$ cat src/inc/cmr_pkg.sv
// package: offsets, fields, codes and pin carriers of the camera link command registers
// Function
// - control upper half ignores writes, reads zero
// - command upper half ignores writes, reads zero
// - command word: write index/code, read status/code
// - command write sets pending flag bit 15
// - acknowledged reset or stream end clears pending
// - store-data write or fetch-data read clears pending
// - power loss or disconnect sets pending
// - watchdog sets timeout after 64/128/1024 link cycles
// - unpowered remote sets timeout flag
// - command write clears timeout flag while remote powered
// - whole written command word goes over link
// - readback hides command bits 15 and 14
// - decode reset, stream end, stream to/from
// - codes 010/011 store or fetch remote register
// - idle codes only sent over link
// - data port at every even index 1008h-1FFEh
// - control bit 0 set disables watchdog
// - control bit 1 switches remote power on
`default_nettype none
package cmr_pkg;
	localparam int          CMR_ADDR_W     = 16;
	localparam int          CMR_WORD_W     = 16;
	localparam int          CMR_WD_W       = 11;
	localparam logic [13:0] IDX_CTL        = 14'h1000;
	localparam logic [13:0] IDX_CTL_RSVD   = 14'h1002;
	localparam logic [13:0] IDX_CMD        = 14'h1004;
	localparam logic [13:0] IDX_CMD_RSVD   = 14'h1006;
	localparam logic [13:0] IDX_DATA_FIRST = 14'h1008;
	localparam logic [13:0] IDX_DATA_LAST  = 14'h1FFE;
	localparam logic [13:0] IDX_IRQ_STAT   = 14'h2000;
	localparam logic [13:0] IDX_IRQ_CLR    = 14'h2001;
	localparam logic [13:0] IDX_IRQ_EN     = 14'h2002;
	localparam int          CTL_WD_DIS     = 0;
	localparam int          CTL_PWR_ON     = 1;
	localparam int          CTL_CCLK_ON    = 2;
	localparam int          CTL_ICLK_DIS   = 3;
	localparam int          CTL_WD_SEL     = 8;
	localparam logic [15:0] CTL_IMPL_MASK  = 16'h030F;
	localparam logic [15:0] CTL_RESET      = 16'h0000;
	localparam logic [15:0] CMD_RESET      = 16'h0000;
	localparam logic [15:0] DATA_RESET     = 16'h0000;
	localparam int          CMD_PEND_BIT   = 15;
	localparam int          CMD_TOUT_BIT   = 14;
	localparam logic [10:0] WD_LIM_64      = 11'h040;
	localparam logic [10:0] WD_LIM_128     = 11'h080;
	localparam logic [10:0] WD_LIM_1024    = 11'h400;
	localparam int          IRQ_W          = 3;
	localparam int          IRQ_DONE       = 0;
	localparam int          IRQ_TOUT       = 1;
	localparam int          IRQ_LOSS       = 2;
	localparam logic [2:0]  IRQ_RESET      = 3'h0;

	typedef enum logic [2:0] {
		CMR_REMOTE_RESET = 3'h0,
		CMR_STREAM_END   = 3'h1,
		CMR_REG_STORE    = 3'h2,
		CMR_REG_FETCH    = 3'h3,
		CMR_STREAM_TO    = 3'h4,
		CMR_IDLE_A       = 3'h5,
		CMR_IDLE_B       = 3'h6,
		CMR_STREAM_FROM  = 3'h7
	} cmr_code_e;

	typedef enum logic [1:0] {
		CMR_SH_IDLE  = 2'h0,
		CMR_SH_WAIT  = 2'h1,
		CMR_SH_SHIFT = 2'h3
	} cmr_shift_state_e;

	typedef struct packed {
		logic clk;
		logic din;
		logic rdy;
		logic detached;
		logic powered;
	} cmr_link_in_s;

	typedef struct packed {
		logic frame;
		logic dout;
		logic power_en;
		logic cable_clk_en;
	} cmr_link_out_s;

	// watchdog limit from the two select bits
	function automatic logic [10:0] cmr_wd_limit(input logic [1:0] sel);
		case (sel)
			2'h0:    return WD_LIM_64;
			2'h1:    return WD_LIM_128;
			default: return WD_LIM_1024;
		endcase
	endfunction
endpackage
`default_nettype wire

$ cat src/hdl/cmr_link_shift.sv
// link word engine: waits for remote ready, shifts one word each way, watchdog
`timescale 1ns/1ps
`default_nettype none
module cmr_link_shift #(
	parameter int WORD_W = cmr_pkg::CMR_WORD_W,
	parameter int WD_W   = cmr_pkg::CMR_WD_W
) (
	input  wire logic              pclk,
	input  wire logic              presetn,
	input  wire logic              link_rise,
	input  wire logic              start,
	input  wire logic [WORD_W-1:0] tx_word,
	input  wire logic              din,
	input  wire logic              rdy,
	input  wire logic              wd_en,
	input  wire logic [WD_W-1:0]   limit,
	input  wire logic              abort,
	output logic                   busy,
	output logic                   done,
	output logic                   timed_out,
	output logic [WORD_W-1:0]      rx_word,
	output logic                   frame,
	output logic                   dout
);
	import cmr_pkg::*;

	cmr_shift_state_e    state;
	logic [WORD_W-1:0]   shreg;
	logic [4:0]          bit_cnt;
	logic [WD_W-1:0]     wd_cnt;
	logic                wd_hit;
	logic                last_bit;
	logic                active;

	assign active   = (state != CMR_SH_IDLE);
	assign busy     = active;
	assign wd_hit   = active && wd_en && link_rise && (wd_cnt == limit);
	assign last_bit = (state == CMR_SH_SHIFT) && link_rise && (bit_cnt == 5'(WORD_W - 1));
	assign dout     = shreg[WORD_W-1];

	always_ff @(posedge pclk or negedge presetn) begin
		if (!presetn) begin
			state <= CMR_SH_IDLE;
		end else if (active && (abort || wd_hit)) begin
			state <= CMR_SH_IDLE;
		end else begin
			unique case (state)
				CMR_SH_IDLE: begin
					if (start)
						state <= CMR_SH_WAIT;
				end
				CMR_SH_WAIT: begin
					if (link_rise && rdy)
						state <= CMR_SH_SHIFT;
				end
				CMR_SH_SHIFT: begin
					if (last_bit)
						state <= CMR_SH_IDLE;
				end
				default: state <= CMR_SH_IDLE;
			endcase
		end
	end

	// shift register: word out msb first, remote bits in lsb
	always_ff @(posedge pclk or negedge presetn) begin
		if (!presetn) begin
			shreg   <= '0;
			bit_cnt <= '0;
		end else if (state == CMR_SH_IDLE && start) begin
			shreg   <= tx_word;
			bit_cnt <= '0;
		end else if (state == CMR_SH_SHIFT && link_rise) begin
			shreg   <= {shreg[WORD_W-2:0], din};
			bit_cnt <= bit_cnt + 5'h01;
		end
	end

	always_ff @(posedge pclk or negedge presetn) begin
		if (!presetn)
			wd_cnt <= '0;
		else if (state == CMR_SH_IDLE)
			wd_cnt <= '0;
		else if (link_rise && wd_cnt != limit)
			wd_cnt <= wd_cnt + 1'b1;
	end

	always_ff @(posedge pclk or negedge presetn) begin
		if (!presetn) begin
			done      <= 1'b0;
			timed_out <= 1'b0;
			rx_word   <= '0;
		end else begin
			done      <= last_bit && !abort && !wd_hit;
			timed_out <= active && (abort || wd_hit);
			if (last_bit)
				rx_word <= {shreg[WORD_W-2:0], din};
		end
	end

	always_ff @(posedge pclk or negedge presetn) begin
		if (!presetn)
			frame <= 1'b0;
		else if (active && (abort || wd_hit || last_bit))
			frame <= 1'b0;
		else if (state == CMR_SH_IDLE && start)
			frame <= 1'b1;
	end
endmodule
`default_nettype wire

$ cat src/hdl/cmr_link_regs.sv
// camera link command registers: apb slave, command/data ports, flags, interrupt
`timescale 1ns/1ps
`default_nettype none
module cmr_link_regs (
	input  wire logic                            pclk,
	input  wire logic                            presetn,
	input  wire logic [cmr_pkg::CMR_ADDR_W-1:0]  paddr,
	input  wire logic                            psel,
	input  wire logic                            penable,
	input  wire logic                            pwrite,
	input  wire logic [31:0]                     pwdata,
	output logic      [31:0]                     prdata,
	output logic                                 pready,
	output logic                                 pslverr,
	input  wire cmr_pkg::cmr_link_in_s           link_in,
	output cmr_pkg::cmr_link_out_s               link_out,
	output logic                                 irq
);
	import cmr_pkg::*;

	function automatic logic in_data_window(input logic [13:0] idx);
		return (idx >= IDX_DATA_FIRST) && (idx <= IDX_DATA_LAST) && !idx[0];
	endfunction

	function automatic logic code_fetches(input logic [2:0] code);
		return (code == CMR_REG_FETCH) || (code == CMR_STREAM_FROM);
	endfunction

	// pin synchronisers
	cmr_link_in_s  sync1;
	cmr_link_in_s  sync2;
	logic          clk_d;
	logic          link_rise;

	always_ff @(posedge pclk or negedge presetn) begin
		if (!presetn) begin
			sync1 <= '0;
			sync2 <= '0;
			clk_d <= 1'b0;
		end else begin
			sync1 <= link_in;
			sync2 <= sync1;
			clk_d <= sync2.clk;
		end
	end

	assign link_rise = sync2.clk && !clk_d;

	// registers
	logic [15:0]      ctl;
	logic [15:0]      cmd;
	logic [15:0]      data;
	logic             pending;
	logic             timeout;
	logic [IRQ_W-1:0] irq_stat;
	logic [IRQ_W-1:0] irq_en;

	// engine handshake
	logic             start;
	logic [15:0]      tx_word;
	logic             queue_rx;
	logic             rx_cycle;
	logic             cmd_cycle;
	logic             sh_busy;
	logic             sh_done;
	logic             sh_tout;
	logic [15:0]      sh_rx;
	logic             sh_frame;
	logic             sh_dout;
	logic             busy_any;

	// remote state
	logic             unpowered;
	logic             detached;
	logic             loss;
	logic             loss_d;
	logic             loss_evt;

	assign detached  = sync2.detached;
	assign unpowered = !ctl[CTL_PWR_ON] || !sync2.powered;
	assign loss      = detached || !sync2.powered;
	assign loss_evt  = loss && !loss_d;

	// apb decode
	logic [13:0] idx;
	logic        aligned;
	logic        hit_ctl;
	logic        hit_ctl_rsvd;
	logic        hit_cmd;
	logic        hit_cmd_rsvd;
	logic        hit_data;
	logic        hit_stat;
	logic        hit_clr;
	logic        hit_en;
	logic        mapped;
	logic        access;
	logic        stall;
	logic        fin;
	logic        wr_ok;
	logic        rd_ok;
	logic        cmd_wr;
	logic        data_wr;
	logic        data_rd;
	logic [2:0]  code;

	assign idx          = paddr[15:2];
	assign aligned      = (paddr[1:0] == 2'h0);
	assign hit_ctl      = aligned && (idx == IDX_CTL);
	assign hit_ctl_rsvd = aligned && (idx == IDX_CTL_RSVD);
	assign hit_cmd      = aligned && (idx == IDX_CMD);
	assign hit_cmd_rsvd = aligned && (idx == IDX_CMD_RSVD);
	assign hit_data     = aligned && in_data_window(idx);
	assign hit_stat     = aligned && (idx == IDX_IRQ_STAT);
	assign hit_clr      = aligned && (idx == IDX_IRQ_CLR);
	assign hit_en       = aligned && (idx == IDX_IRQ_EN);
	assign mapped       = hit_ctl || hit_ctl_rsvd || hit_cmd || hit_cmd_rsvd
	                      || hit_data || hit_stat || hit_clr || hit_en;
	assign access       = psel && penable;
	assign busy_any     = sh_busy || start || queue_rx || sh_done || sh_tout;
	// command and data accesses wait for the link engine
	assign stall        = access && (hit_cmd || hit_data) && busy_any;
	assign pready       = !stall;
	assign fin          = access && !stall;
	assign pslverr      = fin && !mapped;
	assign wr_ok        = fin && pwrite && mapped;
	assign rd_ok        = fin && !pwrite && mapped;
	assign cmd_wr       = wr_ok && hit_cmd;
	assign data_wr      = wr_ok && hit_data;
	assign data_rd      = rd_ok && hit_data;
	assign code         = cmd[2:0];

	// read mux; reserved halves and clear register read zero
	always_comb begin
		prdata = 32'h0000_0000;
		if (psel && !pwrite) begin
			if (hit_ctl)
				prdata = {16'h0000, ctl};
			else if (hit_cmd)
				prdata = {16'h0000, pending, timeout, cmd[13:0]};
			else if (hit_data)
				prdata = {16'h0000, data};
			else if (hit_stat)
				prdata = {29'h0000_0000, irq_stat};
			else if (hit_en)
				prdata = {29'h0000_0000, irq_en};
		end
	end

	// link control word; only implemented bits are kept
	always_ff @(posedge pclk or negedge presetn) begin
		if (!presetn)
			ctl <= CTL_RESET;
		else if (wr_ok && hit_ctl)
			ctl <= pwdata[15:0] & CTL_IMPL_MASK;
	end
	// writes to the reserved halves change nothing

	always_ff @(posedge pclk or negedge presetn) begin
		if (!presetn)
			cmd <= CMD_RESET;
		else if (cmd_wr)
			cmd <= pwdata[15:0];
	end

	// data port: host writes, fetched remote words
	always_ff @(posedge pclk or negedge presetn) begin
		if (!presetn)
			data <= DATA_RESET;
		else if (data_wr)
			data <= pwdata[15:0];
		else if (sh_done && rx_cycle)
			data <= sh_rx;
	end

	// job launcher
	always_ff @(posedge pclk or negedge presetn) begin
		if (!presetn) begin
			start     <= 1'b0;
			tx_word   <= '0;
			queue_rx  <= 1'b0;
			rx_cycle  <= 1'b0;
			cmd_cycle <= 1'b0;
		end else begin
			start <= 1'b0;
			if (cmd_wr) begin
				// every code goes out whole, idle codes included
				start     <= 1'b1;
				tx_word   <= pwdata[15:0];
				queue_rx  <= code_fetches(pwdata[2:0]);
				rx_cycle  <= 1'b0;
				cmd_cycle <= 1'b1;
			end else if (data_wr && (code == CMR_REG_STORE || code == CMR_STREAM_TO)) begin
				start     <= 1'b1;
				tx_word   <= pwdata[15:0];
				rx_cycle  <= 1'b0;
				cmd_cycle <= 1'b0;
			end else if (data_rd && code == CMR_STREAM_FROM) begin
				// next stream word fetched after each read
				start     <= 1'b1;
				tx_word   <= '0;
				rx_cycle  <= 1'b1;
				cmd_cycle <= 1'b0;
			end else if (sh_done && queue_rx) begin
				start     <= 1'b1;
				tx_word   <= '0;
				queue_rx  <= 1'b0;
				rx_cycle  <= 1'b1;
				cmd_cycle <= 1'b0;
			end else if (sh_tout) begin
				queue_rx <= 1'b0;
			end
		end
	end

	always_ff @(posedge pclk or negedge presetn) begin
		if (!presetn)
			loss_d <= 1'b1; // remote starts unpowered: no false loss edge after reset
		else
			loss_d <= loss;
	end

	// pending flag; sets win over clears
	always_ff @(posedge pclk or negedge presetn) begin
		if (!presetn)
			pending <= 1'b0;
		else if (cmd_wr)
			pending <= 1'b1;
		else if (loss_evt)
			pending <= 1'b1;
		else if (sh_done && cmd_cycle && (code == CMR_REMOTE_RESET || code == CMR_STREAM_END))
			pending <= 1'b0;
		else if ((data_wr && code == CMR_REG_STORE) || (data_rd && code == CMR_REG_FETCH))
			pending <= 1'b0;
	end

	// timeout flag
	always_ff @(posedge pclk or negedge presetn) begin
		if (!presetn)
			timeout <= 1'b0;
		else if (sh_tout)
			timeout <= 1'b1;
		else if (unpowered)
			timeout <= 1'b1;
		else if (cmd_wr)
			timeout <= 1'b0;
	end

	// interrupt status, clear and enable
	logic [IRQ_W-1:0] irq_set;
	logic [IRQ_W-1:0] irq_clr;

	always_comb begin
		irq_set           = '0;
		irq_set[IRQ_DONE] = sh_done;
		irq_set[IRQ_TOUT] = sh_tout;
		irq_set[IRQ_LOSS] = loss_evt;
		irq_clr           = (wr_ok && hit_clr) ? pwdata[IRQ_W-1:0] : '0;
	end

	always_ff @(posedge pclk or negedge presetn) begin
		if (!presetn)
			irq_stat <= IRQ_RESET;
		else
			irq_stat <= (irq_stat & ~irq_clr) | irq_set;
	end

	always_ff @(posedge pclk or negedge presetn) begin
		if (!presetn)
			irq_en <= IRQ_RESET;
		else if (wr_ok && hit_en)
			irq_en <= pwdata[IRQ_W-1:0];
	end

	always_ff @(posedge pclk or negedge presetn) begin
		if (!presetn)
			irq <= 1'b0;
		else
			irq <= |((((irq_stat & ~irq_clr) | irq_set)) & irq_en);
	end

	cmr_link_shift #(
		.WORD_W (CMR_WORD_W),
		.WD_W   (CMR_WD_W)
	) u_shift (
		.pclk      (pclk),
		.presetn   (presetn),
		.link_rise (link_rise),
		.start     (start),
		.tx_word   (tx_word),
		.din       (sync2.din),
		.rdy       (sync2.rdy),
		.wd_en     (!ctl[CTL_WD_DIS]),
		.limit     (cmr_wd_limit(ctl[CTL_WD_SEL+1:CTL_WD_SEL])),
		.abort     (detached || unpowered),
		.busy      (sh_busy),
		.done      (sh_done),
		.timed_out (sh_tout),
		.rx_word   (sh_rx),
		.frame     (sh_frame),
		.dout      (sh_dout)
	);

	assign link_out.frame        = sh_frame;
	assign link_out.dout         = sh_dout;
	assign link_out.power_en     = ctl[CTL_PWR_ON];
	assign link_out.cable_clk_en = ctl[CTL_CCLK_ON];
endmodule
`default_nettype wire

$ cat config.mk
export PLATFORM = sky130hd
export DESIGN_NAME = cmr_link_regs
export DESIGN_NICKNAME = d
export VERILOG_FILES = /design/src/inc/cmr_pkg.sv /design/src/hdl/cmr_link_shift.sv /design/src/hdl/cmr_link_regs.sv
export SDC_FILE = /design/constraint.sdc
export NUM_CORES = 1
export LEC_CHECK = 0
export BUFFER_PORTS_ARGS = -buffer_cell sky130_fd_sc_hd__buf_2
export CAP_MARGIN = 20
export CORE_UTILIZATION = 60
export DETAILED_ROUTE_END_ITERATION = 8
export PLACE_DENSITY = 0.84
export SETUP_SLACK_MARGIN = 0.02
export SLEW_MARGIN = 25
export SYNTH_ARGS = -nofsm -noshare
export SYNTH_HDL_FRONTEND = slang
export SYNTH_HIERARCHICAL = 1
export SYNTH_SLANG_ARGS = --single-unit
export TNS_END_PERCENT = 100
$ cat constraint.sdc
create_clock -name pclk -period 7.8 [get_ports pclk]
set_clock_uncertainty 0.2 [all_clocks]
set_input_delay 0.78 -clock pclk [delete_from_list [all_inputs] [get_ports pclk]]
set_output_delay 0.78 -clock pclk [all_outputs]
set_load 0.02 [all_outputs]
==> metrics.txt <==
outcome finished, final reports clean; Reg clk slew, reported paths 0.06 ns; post-synthesis sequential area ratio 51.5%; final wirelength 14.8 mm; P_leak 3.37 nW; Syn. warnings 6; Starting Density 61.5%; WL/cell 18.4 um; Die ar. 0.0110 mm2; Period Utilization, post-route 52.1%; max-cap viol count 0; Pwr per Cell Area 209 mW/mm2; register area 0.00325 mm2; clock latency on the worst-skew pair 0.52 ns; asr flop ratio synth 100%; dpl ws 3.63 ns; final antenna-violating net count 0; filler instances 739; area share of the leading cell type in the synthesized netlist 51.0%; CP Launch Type input port; worst slew pin tran 1.04 ns; number of DRC markers in iteration 0 380; HPWL after DPL 9.50 mm; post-layout min period 4.07 ns; Root Driver clkbuf_8; Slew headroom 30.5%; RePlAce Congestion 0.918; clock sink count 130; Synth area leader dfrtp_1; CP endpoint kind primary output; synth top area cells dfrtp_1, mux2_2, nand2_1, nor2_1, a221o_1; unrepaired setup endpoints after global routing no; setup TNS 0 ns; Post-CTS Resized 0; GRT Total Usage 28.3%; post-CTS setup buffer count 0; register bit total from synthesis 130; width of the die 105 um; post-synthesis cell area 0.00632 mm2; layout cells sized above 1 25.3%; Syn Inst Count 593; final worst setup slack 3.73 ns; Max rail drop VDD 0.141 mV; first-pass GRT wire length 24.1 mm; Final setup viols 0; Via density 6.18; DR vias 4968; Top FF cell, synth dfrtp_1; Worst Hold Class input port to asynchronous set/reset pin; Commonest cells post-synth dfrtp_1, nand2_1, nor2_1; floorplan core area 0.0103 mm2; Post-Syn Area per Cell 10.7 um2; cell with the most instances after synthesis dfrtp_1; pin count of the biggest net entering global routing 78; max frequency 246 MHz; Unique masters post-synth 61; Multi-input gate area 0.00281 mm2; Slew Limit Fails 0; CP Data Required Time 6.82 ns; vias in the first global route 4838; port bufs 64; Ant. Diodes 0; Worst EP arrival 3.09 ns; P&R area growth vs syn 13.9%; nets 716; number of I/O pins 97; clock buffer count from CTS 17; Clock Path Buffers 2; EDFF count, synth 0; H-tree depth 4; TritonCTS clock tree done; WS Path Type input port to primary output; Hold Vio Cnt, Final 0; Crit Path Max Fanout 16; Std-Cell Rows 37; DRT Pass-1 Iters 5; drc violations 0; grt total ovfl 0; CTS hold repair buffers 0; initial antenna violation count 0; Die Y 105 um
[stage by stage]
stage | hold WS, ns | power [W] | std cells | utilization [%] | instance area [um2]
floorplan | 0.131 | 0.000738 | 616 | - | 6410
global placement | 0.135 | 0.000764 | 771 | 64.3 | 6610
detailed placement | 0.135 | 0.000767 | 771 | 64.4 | 6620
CTS | 0.111 | 0.00152 | 803 | 69.9 | 7190
global route | 0.143 | 0.00156 | 804 | 70.1 | 7200
finish | 0.0921 | 0.00151 | 804 | 70.1 | 7200
[sequential cells by signal, summed over array words and instances, names as in the netlist, 3 cells and up]
name	count
u_shift/shreg	16
ctl	6
u_shift/bit_cnt	5
data	16
sync2	4
irq_en	3
irq_stat	3
u_shift/rx_word	16
sync1	5
tx_word	16
cmd	14
u_shift/wd_cnt	11
[logic make-up (layout without fill, tap and decap cells)]
group | count (synthesis) | after routing | synth area share, %
compound gates | 103 | 103 | 12.0
xor+xnor | 17 | 17 | 2.35
fa+ha+maj | 3 | 3 | 0.594
buf+inv | 60 | 112 | 5.66
flops | 130 | 130 | 51.5
mux | 60 | 60 | 10.6
other cells | 1 | 24 | 0.0593
simple gates | 219 | 219 | 17.3
[cells in the final DEF (no fill, tap or decap), types with 5 or more instances in the layout]
cell type  instances
nand3_1            9
a221o_1           16
a22oi_1           14
nand2_1           74
dfrtp_1          129
or4_1              8
nand4_1            5
o21ai_0            7
mux2_2            54
o22ai_1            5
nand2b_1           6
xnor2_1           14
conb_1            24
a31oi_1           14
buf_2             63
clkbuf_16         16
o31ai_1            6
a21oi_1           18
nor2_1            65
and3_1            21
mux2i_1            5
inv_1             13
[critical path, stage by stage]
cell and delay (ns):
buf_2 0.12, or3_4 0.40, or2_1 0.46, nor2_2 0.75
a22oi_1 0.26, nor2_1 0.13, buf_2 0.18
[final timing paths]
kind                                        to  slack (ns)  depth (start not counted)              from
setup reg to reg                   tx_word[14]        3.86                          8  u_shift/state[0]
hold / removal                             irq        0.09                          1           presetn
hold reg to reg                       detached        0.14                          0          sync1[1]
min in group pclk                     detached        0.14                          0          sync1[1]
setup / recovery                    prdata[10]        3.73                          7          paddr[2]
max in group asynchronous  u_shift/rx_word[14]        6.21                          2           presetn
[metal layers]
layer,vias up,global-route usage [%],part of all wire [%],wire length [um]
met1,2453,37.1,40,5950
met5,-,0,0,0
met3,39,7.05,8.4,1250
met4,0,11.1,2.4,360
met2,272,45.7,49,7240
li1,2204,-,-,-
[power by group]
group | total, W | leakage, nW | internal (W) | switching [W]
Sequential | 0.000691 | 1.67 | 0.000685 | 0.00000591
Clock | 0.000753 | 0.272 | 0.000464 | 0.000289
Combinational | 0.0000646 | 1.43 | 0.0000207 | 0.0000439
Total | 0.00151 | 3.37 | 0.00117 | 0.000339
[final cells by class]
class                           instances  share of cell area (%)
Timing Repair Buffer                   67                    4.90
Sequential cell                       130                    45.2
Clock buffer                           20                    6.04
Multi-Input combinational cell        426                    39.0
Inverter                               13                   0.677
Tap cell                              136                    2.36
Clock inverter                         12                    1.84
Power figures use the tool's default switching activity.
